$ cat src/design/tx_slip_regs.vh
// register map and constants for the transmit slip buffer interrupt block
`ifndef TX_SLIP_REGS_VH
`define TX_SLIP_REGS_VH

// ****************************************************************
// register indices (byte address is four times the index)
// ****************************************************************
`define SLIP_STATUS_IDX 16'h0B08
`define SLIP_ENABLE_IDX 16'h0B09
`define SLIP_FILL_IDX 16'h0B0A

// ****************************************************************
// field positions, shared by status and enable registers
// ****************************************************************
`define TX_FULL_BIT 7
`define TX_EMPTY_BIT 6
`define TX_SLIP_BIT 5
`define TX_FIELD_LO 5
`define TX_FIELD_HI 7

// ****************************************************************
// reset values and widths
// ****************************************************************
`define ENABLE_RESET 8'h00
`define STATUS_RESET 8'h00
`define REG_WIDTH 8
`define APB_ADDR_WIDTH 16
`define APB_DATA_WIDTH 32
`define APB_WORD_SHIFT 2
`define ZERO_WORD 32'h00000000

`endif

$ cat src/design/tx_slip_irq.v
// transmit slip buffer with slip events, interrupt enables and apb access
`timescale 1ns/100ps
`default_nettype none
`include "tx_slip_regs.vh"

module tx_slip_irq
#(
	parameter FRAME_ADDR_WIDTH = 5,
	parameter DATA_WIDTH = 8
)
(
	input wire clock,
	input wire reset,
	input wire psel,
	input wire penable,
	input wire pwrite,
	input wire [`APB_ADDR_WIDTH-1:0] paddr,
	input wire [`APB_DATA_WIDTH-1:0] pwdata,
	output reg [`APB_DATA_WIDTH-1:0] prdata,
	output reg pready,
	output reg pslverr,
	input wire tx_write,
	input wire [DATA_WIDTH-1:0] tx_write_data,
	input wire tx_read,
	output wire [DATA_WIDTH-1:0] tx_read_data,
	output reg tx_full,
	output reg tx_empty,
	output reg irq
);

	// ****************************************************************
	// sizes
	// ****************************************************************
	localparam ADDR_WIDTH = FRAME_ADDR_WIDTH + 1;
	localparam COUNT_WIDTH = ADDR_WIDTH + 1;
	// constants are built at their own width so no arithmetic is cut silently
	localparam [COUNT_WIDTH-1:0] ZERO_COUNT = {COUNT_WIDTH{1'b0}};
	localparam [COUNT_WIDTH-1:0] ONE = {{(COUNT_WIDTH-1){1'b0}}, 1'b1};
	localparam [COUNT_WIDTH-1:0] DEPTH = ONE << ADDR_WIDTH;
	localparam [COUNT_WIDTH-1:0] FRAME = ONE << FRAME_ADDR_WIDTH;
	localparam [ADDR_WIDTH-1:0] ZERO_PTR = {ADDR_WIDTH{1'b0}};
	localparam [ADDR_WIDTH-1:0] ONE_PTR = {{(ADDR_WIDTH-1){1'b0}}, 1'b1};
	localparam [ADDR_WIDTH-1:0] FRAME_PTR = FRAME[ADDR_WIDTH-1:0];
	localparam FIELDS = `TX_FIELD_HI - `TX_FIELD_LO + 1;

	// ****************************************************************
	// address decode helper
	// ****************************************************************
	function hits;
		input [`APB_ADDR_WIDTH-1:0] addr;
		input [`APB_ADDR_WIDTH-1:0] index;
		begin
			hits = (addr == (index << `APB_WORD_SHIFT));
		end
	endfunction

	// registers narrower than the bus read back with zeros above them
	function [`APB_DATA_WIDTH-1:0] widen_reg;
		input [`REG_WIDTH-1:0] value;
		begin
			widen_reg = {{(`APB_DATA_WIDTH-`REG_WIDTH){1'b0}}, value};
		end
	endfunction

	// ****************************************************************
	// state
	// ****************************************************************
	reg [`REG_WIDTH-1:0] slip_buffer_interrupt_enable;
	reg [ADDR_WIDTH-1:0] wr_ptr;
	reg [ADDR_WIDTH-1:0] rd_ptr;
	reg [COUNT_WIDTH-1:0] count;
	reg [ADDR_WIDTH-1:0] next_rd_base;
	reg [ADDR_WIDTH-1:0] next_rd_ptr;
	reg [COUNT_WIDTH-1:0] next_count;
	reg [`APB_DATA_WIDTH-1:0] next_rdata;
	reg next_err;
	wire [FIELDS-1:0] status;
	wire [FIELDS-1:0] events;
	wire [FIELDS-1:0] clears;
	wire [`REG_WIDTH-1:0] status_word;
	wire buf_full;
	wire buf_empty;
	wire overflow;
	wire underflow;
	wire access;
	wire bus_write;
	wire at_status;
	wire at_enable;
	wire at_fill;
	wire capture;
	wire [`APB_DATA_WIDTH-1:0] fill_word;
	wire [ADDR_WIDTH-1:0] next_wr_ptr;
	wire next_full;
	wire next_empty;
	wire tx_overflow_irq_en;
	wire tx_underflow_irq_en;
	wire tx_frame_slip_irq_en;
	wire [FIELDS-1:0] enables;
	wire [FIELDS-1:0] requests;

	// ****************************************************************
	// slip detection
	// ****************************************************************
	assign buf_full = (count == DEPTH);
	assign buf_empty = (count == ZERO_COUNT);

	// a read in the same cycle frees a place, so that write is no slip
	assign overflow = tx_write & buf_full & ~tx_read;
	assign underflow = tx_read & buf_empty;
	// a read on empty with a write in the same cycle still repeats a frame

	// ****************************************************************
	// pointers and fill level
	// ****************************************************************
	always @*
	begin
		next_rd_base = rd_ptr;
		if (overflow)
			next_rd_base = rd_ptr + FRAME_PTR;
		else if (underflow)
			next_rd_base = rd_ptr - FRAME_PTR;
		next_rd_ptr = next_rd_base;
		if (tx_read)
			next_rd_ptr = next_rd_base + ONE_PTR;
	end

	always @*
	begin
		next_count = count;
		if (overflow)
			next_count = next_count - FRAME;
		if (underflow)
			next_count = next_count + FRAME;
		if (tx_write)
			next_count = next_count + ONE;
		if (tx_read)
			next_count = next_count - ONE;
	end

	// a write always lands at the write pointer; after a deletion that cell
	// belonged to the dropped frame, so nothing still queued is overwritten
	assign next_wr_ptr = tx_write ? wr_ptr + ONE_PTR : wr_ptr;

	// level flags come from the next count so they stand in the same
	// cycle as the count that the fill register shows
	assign next_full = (next_count == DEPTH);
	assign next_empty = (next_count == ZERO_COUNT);

	always @(posedge clock)
	begin
		if (reset)
		begin
			wr_ptr <= ZERO_PTR;
			rd_ptr <= ZERO_PTR;
			count <= ZERO_COUNT;
			tx_full <= 1'b0;
			tx_empty <= 1'b1;
		end
		else
		begin
			wr_ptr <= next_wr_ptr;
			rd_ptr <= next_rd_ptr;
			count <= next_count;
			tx_full <= next_full;
			tx_empty <= next_empty;
		end
	end

	// the repeated frame is the one most recently sent, still in the store
	frame_store #(
		.ADDR_WIDTH(ADDR_WIDTH),
		.DATA_WIDTH(DATA_WIDTH)
	) store (
		.clock(clock),
		.reset(reset),
		.write_en(tx_write),
		.write_addr(wr_ptr),
		.write_data(tx_write_data),
		.read_en(tx_read),
		.read_addr(next_rd_base),
		.read_data(tx_read_data)
	);

	// ****************************************************************
	// apb slave, one wait state
	// ****************************************************************
	assign access = psel & penable;
	// the first access cycle, before pready, captures the read data
	assign capture = access & ~pready;
	assign bus_write = access & pready & pwrite;
	assign at_status = hits(paddr, `SLIP_STATUS_IDX);
	assign at_enable = hits(paddr, `SLIP_ENABLE_IDX);
	assign at_fill = hits(paddr, `SLIP_FILL_IDX);
	assign fill_word = {{(`APB_DATA_WIDTH-COUNT_WIDTH){1'b0}}, count};

	always @*
	begin
		next_rdata = `ZERO_WORD;
		next_err = 1'b0;
		if (at_status)
			next_rdata = widen_reg(status_word);
		else if (at_enable)
			next_rdata = widen_reg(slip_buffer_interrupt_enable);
		else if (at_fill)
			next_rdata = fill_word;
		else
			next_err = 1'b1;
	end

	// answer lands at the second access edge; data captured at the first
	always @(posedge clock)
	begin
		if (reset)
		begin
			pready <= 1'b0;
			pslverr <= 1'b0;
			prdata <= `ZERO_WORD;
		end
		else
		begin
			pready <= capture;
			pslverr <= capture & next_err;
			if (capture & ~pwrite)
				prdata <= next_rdata;
		end
	end

	// ****************************************************************
	// enable register
	// ****************************************************************
	// only the three transmit fields are stored; other bits read as zero
	always @(posedge clock)
	begin
		if (reset)
			slip_buffer_interrupt_enable <= `ENABLE_RESET;
		else if (bus_write & at_enable)
		begin
			slip_buffer_interrupt_enable[`TX_FULL_BIT] <= pwdata[`TX_FULL_BIT];
			slip_buffer_interrupt_enable[`TX_EMPTY_BIT] <= pwdata[`TX_EMPTY_BIT];
			slip_buffer_interrupt_enable[`TX_SLIP_BIT] <= pwdata[`TX_SLIP_BIT];
		end
	end

	// enables line up with the status flags: full, empty, slip from the top
	assign tx_overflow_irq_en = slip_buffer_interrupt_enable[`TX_FULL_BIT];
	assign tx_underflow_irq_en = slip_buffer_interrupt_enable[`TX_EMPTY_BIT];
	assign tx_frame_slip_irq_en = slip_buffer_interrupt_enable[`TX_SLIP_BIT];
	assign enables = {tx_overflow_irq_en, tx_underflow_irq_en, tx_frame_slip_irq_en};

	// ****************************************************************
	// status flags
	// ****************************************************************
	assign events[`TX_FULL_BIT-`TX_FIELD_LO] = overflow;
	assign events[`TX_EMPTY_BIT-`TX_FIELD_LO] = underflow;
	assign events[`TX_SLIP_BIT-`TX_FIELD_LO] = overflow | underflow;

	genvar i;
	generate
		for (i = 0; i < FIELDS; i = i + 1)
		begin : flags
			assign clears[i] = bus_write & at_status & pwdata[`TX_FIELD_LO+i];
			// flags latch whatever the enables say
			sticky_flag flag_bit (
				.clock(clock),
				.reset(reset),
				.set(events[i]),
				.clear(clears[i]),
				.flag(status[i])
			);
		end
	endgenerate

	assign status_word = {status, {`TX_FIELD_LO{1'b0}}};

	// ****************************************************************
	// interrupt output
	// ****************************************************************
	// one request per source, so each enable gates only its own status bit
	generate
		for (i = 0; i < FIELDS; i = i + 1)
		begin : sources
			assign requests[i] = status[i] & enables[i];
		end
	endgenerate

	// registered so the pin is glitch free; it follows status one cycle late
	always @(posedge clock)
	begin
		if (reset)
			irq <= 1'b0;
		else
			irq <= |requests;
	end

endmodule

`default_nettype wire

$ cat src/design/sticky_flag.v
// one sticky event flag, cleared by writing a one to it
`timescale 1ns/100ps
`default_nettype none

module sticky_flag
(
	input wire clock,
	input wire reset,
	input wire set,
	input wire clear,
	output reg flag
);

	// a set in the same cycle as a clear wins, so no event is lost
	always @(posedge clock)
	begin
		if (reset)
			flag <= 1'b0;
		else if (set)
			flag <= 1'b1;
		else if (clear)
			flag <= 1'b0;
	end

endmodule

`default_nettype wire

$ cat src/design/frame_store.v
// two-frame byte store of the transmit slip buffer
`timescale 1ns/100ps
`default_nettype none

module frame_store
#(
	parameter ADDR_WIDTH = 6,
	parameter DATA_WIDTH = 8
)
(
	input wire clock,
	input wire reset,
	input wire write_en,
	input wire [ADDR_WIDTH-1:0] write_addr,
	input wire [DATA_WIDTH-1:0] write_data,
	input wire read_en,
	input wire [ADDR_WIDTH-1:0] read_addr,
	output reg [DATA_WIDTH-1:0] read_data
);

	reg [DATA_WIDTH-1:0] cells [0:(1<<ADDR_WIDTH)-1];

	always @(posedge clock)
	begin
		if (write_en)
			cells[write_addr] <= write_data;
	end

	// read data is registered so the top output comes from a flop
	always @(posedge clock)
	begin
		if (reset)
			read_data <= {DATA_WIDTH{1'b0}};
		else if (read_en)
			read_data <= cells[read_addr];
	end

endmodule

`default_nettype wire

$ cat config.mk
export PLATFORM = sky130hd
export DESIGN_NAME = tx_slip_irq
export DESIGN_NICKNAME = d
export VERILOG_FILES = /design/src/design/tx_slip_irq.v /design/src/design/sticky_flag.v /design/src/design/frame_store.v
export VERILOG_INCLUDE_DIRS = /design/src /design/src/design
export SDC_FILE = /design/constraint.sdc
export NUM_CORES = 1
export LEC_CHECK = 0
export BUFFER_PORTS_ARGS = -buffer_cell sky130_fd_sc_hd__buf_4
export CORE_UTILIZATION = 55
export CTS_BUF_LIST = sky130_fd_sc_hd__clkbuf_4 sky130_fd_sc_hd__clkbuf_8 sky130_fd_sc_hd__clkbuf_16
export DETAILED_ROUTE_END_ITERATION = 8
export PLACE_DENSITY = 0.78
export REMOVE_ABC_BUFFERS = 1
export SLEW_MARGIN = 10
export SYNTH_ARGS = -nofsm -noshare
export SYNTH_HDL_FRONTEND = slang
export SYNTH_SLANG_ARGS = --single-unit
$ cat constraint.sdc
create_clock -name clock -period 6 [get_ports clock]
set_clock_uncertainty 0.15 [all_clocks]
set_input_delay 0.6 -clock clock [delete_from_list [all_inputs] [get_ports clock]]
set_output_delay 0.6 -clock clock [all_outputs]
set_load 0.05 [all_outputs]
Word level (Yosys, flattened, before mapping):

Memories as Yosys holds them, arrays and structs flattened. A register that Yosys moved wholly into a read port is not among the register bits.
Cells that the tools add are included.

* register bits after elaboration: 62
* RAM bits: 512
* bits of input ports: 63
* output and inout bits: 45
* word-level logic and storage cells: 75
* memories: 1

Memories
* store.cells: words 64, width 8, rd ports 1, clocked after Yosys merged registers in 1, wr ports 1, RTL line frame_store.v:21 `reg [DATA_WIDTH-1:0] cells [0:(1<<ADDR_WIDTH)-1];`

* $add $sub $neg: 8
* eq/ne operators: 5
* multiplexer cells: 21
* bitwise logic cells: 21
* reduce and logical (&&, ||, !) cells: 6

Operators with widths (number)
* $eq 16x14->1 const B: 3
* $mux 7: 5
* $mux 6: 3
* $and 1x1->1: 17
* $mux 8: 2
* $eq 7x7->1 const B: 2
* $logic_not 7->1: 2
* $add 6x1->6 const B: 2
* $mux 1: 11
* $add 7x1->7 const B: 1
* $add 7x6->7 const B: 1
* $sub 7x1->7 const B: 1
* $sub 7x6->7 const B: 1
* $add 6x6->6 const B: 1
* $reduce_bool 2->1: 3
* $sub 6x6->6 const B: 1
* $not 1->1: 3
* $reduce_or 3->1: 1
* $or 1x1->1: 1

Depth between registers and ports, before layout:

* depth in word-level cells: 11
* gate-level depth with buffers: 10
* gate-level depth less buffers: 9

Modules after synthesis:

Synthesis repeated with hierarchy kept, for this count alone.

* cells, all modules: 1297
* area total of the unflattened synthesis: 22402.7 µm²

Modules (own cells, without submodules)
* frame_store: instances 1, cells an instance 1039, area an instance 20188.1 µm², sequential area each 15534.9 µm²
* tx_slip_irq: instances 1, cells an instance 246, area an instance 2098.3 µm², sequential area each 700.7 µm²
* sticky_flag: instances 3, cells an instance 4, area an instance 38.8 µm², sequential area each 20.0 µm²

Worst setup path after synthesis:

Ideal clock, no wire load.

* path type: input-to-reg
* start point: in tx_write
* end point: mem store.cells[41][0], enable pin
* library setup time: 0.383 ns
* arrival: 2.042 ns
* required time: 5.467 ns
* slack: 3.424 ns
* cell stages on the path: 4
* buffers on the path: 2
* cells stage by stage: clkbuf_1 buf_1 nand4_1 nor3_1

* cells in the longest elaborated chain, start to end: 2

Ends and longest elaborated chain
* from (decl): RTL line tx_slip_irq.v:22 `input wire tx_write,`
* $mux 1: RTL line frame_store.v:25 `if (write_en)`
* $mux 1 (not written as such): RTL line frame_store.v:26 `cells[write_addr] <= write_data;`
* to (decl): RTL line frame_store.v:21

Every way passes these cells.

Worst setup path after layout:

* start point: reg rd_ptr[0]
* end point: reg store.read_data[7], read port of store.cells

* cells in the longest elaborated chain, start to end: 3
* elaborated cells between the ends (all ways): 4
* those cells by class: 2 x add/sub; 2 x mux

Ends and longest elaborated chain
* from (decl): RTL line tx_slip_irq.v:70 `reg [ADDR_WIDTH-1:0] rd_ptr;`
* from (signal assigned): RTL line tx_slip_irq.v:162 `rd_ptr <= next_rd_ptr;`
* $sub 6x6->6: RTL line tx_slip_irq.v:121 `next_rd_base = rd_ptr - FRAME_PTR;`
* $mux 6: RTL line tx_slip_irq.v:120 `else if (underflow)`
* $mux 6 (*): RTL line tx_slip_irq.v:118 `if (overflow)`
* to (decl): RTL line frame_store.v:18 `output reg [DATA_WIDTH-1:0] read_data`

Mark *: on every way between the ends. The rest lies on a longest branch, timed or not.
A chain may end at the register's enable or synchronous reset.

==> impl_metrics.yaml <==
status:
  status: "complete, no violations"
floorplan:
  die_x_um: 203.1
  fp-row-count: 73
  io_pins: 108
  core-area_mm2: 0.03982
  die-height_um: 203.1
  die_area_mm2: 0.04124
  initial_core_util: 0.5584
power:
  p_total_mw: 8.502
  leakage_nw: 7.743
  power_density_mw_per_mm2: 341.5
  ir_worst_vdd_uv: 301.3
cts:
  htreeDepth: 2
  cts_setup_buffers: 0
  cts_buffer_depth: 3
  cts.repair.resized: 0
  worst_skew_pair.late_latency_ps: 580
  path_clk_slew_ps: 60
  cts_tree: "yes"
  cts-root-buf: "clkbuf_16"
  ctsHoldBuffers: 0
  cts_sinks: 558
  cts_buffers: 53
finish:
  syn2layout_area_growth_pct: 11.97
  n_antenna_cell: 0
  fill_cells: 2684
  nets: 1309
  layout-drive-gt1-share: 0.2319
  fin_cells: 1810
placed_design:
  hpwl_um: 27460
  gp_congestion: 0.8648
  place_inst: 1711
  portBuffers: 54
sta:
  tightestPinTransition_ps: 1041
  max_freq_mhz: 305.0
  min_period_ps: 3278
  period_share: 0.5464
  hold_viol_final: 0
  slew_headroom: 0.3033
  setup_viol: 0
  rsz0062_at_grt: "no"
  slew_viol_final: 0
  whs_ps: 147.0
logic_synthesis:
  synth_seq_cells: 558
  synth.avg_cell_area_um2: 18.70
  yosys_warnings: 0
  postSynthCellCount: 1189
  synth_edf_count: 512
  ys_async_sr_fraction: 0
  dominantRegCellSynth: "edfxtp_1"
  yosysSeqAreaShare: 0.7328
  synth.distinct_cells: 58
  synth_area_mm2: 0.02224
route:
  via_per_inst: 6.257
  drt_iter0_markers: 1477
  wirelength_um: 46710
  top_layer: "met5"
  drc: 0
  wl_per_cell_um: 25.81
  vias: 11330
  route.met2.wl_um: 23010
  wl_met1_um: 18400
  antenna_left: 0
  drtPass1Iterations: 5
  dr_wl_met3_um: 3801
worst_setup_path:
  critPathCaptureType: "register"
  startpoint: "rd_ptr[0]$_SDFFE_PP0P_"
  r2r-start: "rd_ptr[0]$_SDFFE_PP0P_"
  cp-start-kind: "register"
  cp_max_fo: 47
  critical_path_buf_inv_count: 1
  cp.required_ps: 6280
  critPathSlowestCell: "dfxtp_4"
  arrival_ps: 3560
  critical_path_class: "register to register"
  crit_family: "multiplexers"
  crit_chain: "buf_12 -> mux4_2 -> mux4_2 -> mux2i_1 -> o21ai_0"
  crit_top_cell: "mux4_2"
  worst_path_largest_cell_delay_ps: 930
grt:
  grt_usage: 0.2310
  grt_max_degree: 65
  gr-total-overflow: 0
  grt_pass1_wl_um: 70170
  grt_antenna_before_repair: 1
  grt_pass1_vias: 11400
worst_hold_path:
  hp-class: "input port to register"
  min_from: "pwdata[6]"
job:
  drv_cap: 0
==> routing by layer <==
metal / GRT usage / vias to the layer above
li1: - / 4824
met1: 0.3217 / 5832
met2: 0.3772 / 567
met3: 0.03724 / 100
met4: 0.07438 / 2
met5: 0 / -
==> report_power, final <==
part / switching (mW) / internal (mW) / total [mW]
registers: 0.0785 / 4.28 / 4.36
clock network: 1.40 / 2.12 / 3.52
logic: 0.375 / 0.247 / 0.623
==> final cells by class <==
class | count | area (um2) | area share
Clock buffer | 77 | 1568 | 0.06297
Inverter | 4 | 15.01 | 0.0006030
Tap cell | 525 | 656.9 | 0.02638
Timing Repair Buffer | 63 | 510.5 | 0.02050
Sequential cell | 558 | 16310 | 0.6550
Multi-Input combinational cell | 561 | 5534 | 0.2223
Clock inverter | 22 | 305.3 | 0.01226
==> worst reg2reg max path, cell delays in order (launching register included) <==
cell and delay [ps]:
dfxtp_4 930, buf_12 440, mux4_2 660, mux4_2 470
mux2i_1 340, o21ai_0 150
==> flip-flops by register name, summed over array words and instances, names as in the netlist <==
signal                        flops
store.cells                     512
rd_ptr                            6
pready                            1
count                             7
store.read_data                   8
pslverr                           1
flags.flag_bit.flag               3
slip_buffer_interrupt_enable      3
irq                               1
tx_empty                          1
prdata                            8
tx_full                           1
wr_ptr                            6
==> metrics by stage <==
step	instance area, um2	utilization	setup TNS [ps]	worst slack (ps)
after floorplan	21840	-	-484.8	-128.1
after global placement	23020	0.5782	0	2791
after detailed placement	23020	0.5782	0	2747
after CTS	24900	0.6252	0	2696
after global routing	24900	0.6252	0	2559
final	24900	0.6252	0	2722
==> synthesized netlist by cell type (4+ instances only) <==
cell	n	area, um2
a211oi_1	5	37.54
a21oi_1	17	85.08
a22oi_1	23	172.7
a32oi_1	5	43.79
buf_1	6	22.52
buf_2	28	140.1
buf_4	29	217.7
clkbuf_1	26	97.59
dfxtp_1	46	920.9
edfxtp_1	512	15370
ha_1	5	62.56
inv_1	4	15.01
mux2_2	4	45.04
mux2i_1	76	760.7
mux4_2	120	2703
nand2_1	36	135.1
nand2b_1	7	43.79
nand3_1	12	60.06
nand4_1	12	75.07
nor2_1	109	409.1
nor2b_1	18	112.6
nor3_1	7	35.03
nor4_1	4	25.02
o211ai_1	7	52.55
o21ai_0	5	25.02
o22ai_1	4	25.02
xnor2_1	7	61.31
xor2_1	15	131.4
==> logic make-up after synthesis <==
family,after synthesis,synth area share
AND/OR/NAND/NOR,229,0.04923
adder cells (fa/ha/maj),5,0.002813
AO/OA/AOI/OAI,81,0.02633
XOR/XNOR,22,0.008666
flip-flops,558,0.7328
other,1,0.0001686
multiplexers,200,0.1578
buffers and inverters,93,0.02217
==> final timing paths <==
kind	endpoint	slack [ps]	cells past startpoint
hold / removal	slip_buffer_interrupt_enable[6]$_SDFFE_PP0P_	150	3
setup / recovery	store.read_data[7]$_SDFFE_PP0P_	2720	5
setup reg to reg	store.read_data[7]$_SDFFE_PP0P_	2720	5
hold reg to reg	pready$_SDFF_PP0_	350	1
==> cell usage in the layout (no fill, tap or decap), drive strengths merged, types with 13 or more instances in the layout <==
master and n:
xor2 15, clkinv 13, mux4 120, a22oi 23
nor2b 18, mux2i 76, nand2 36, clkbuf 77
conb 24, a21oi 17, dfxtp 46, nor2 110
buf 63, edfxtp 512
Power figures use the tool's default switching activity.
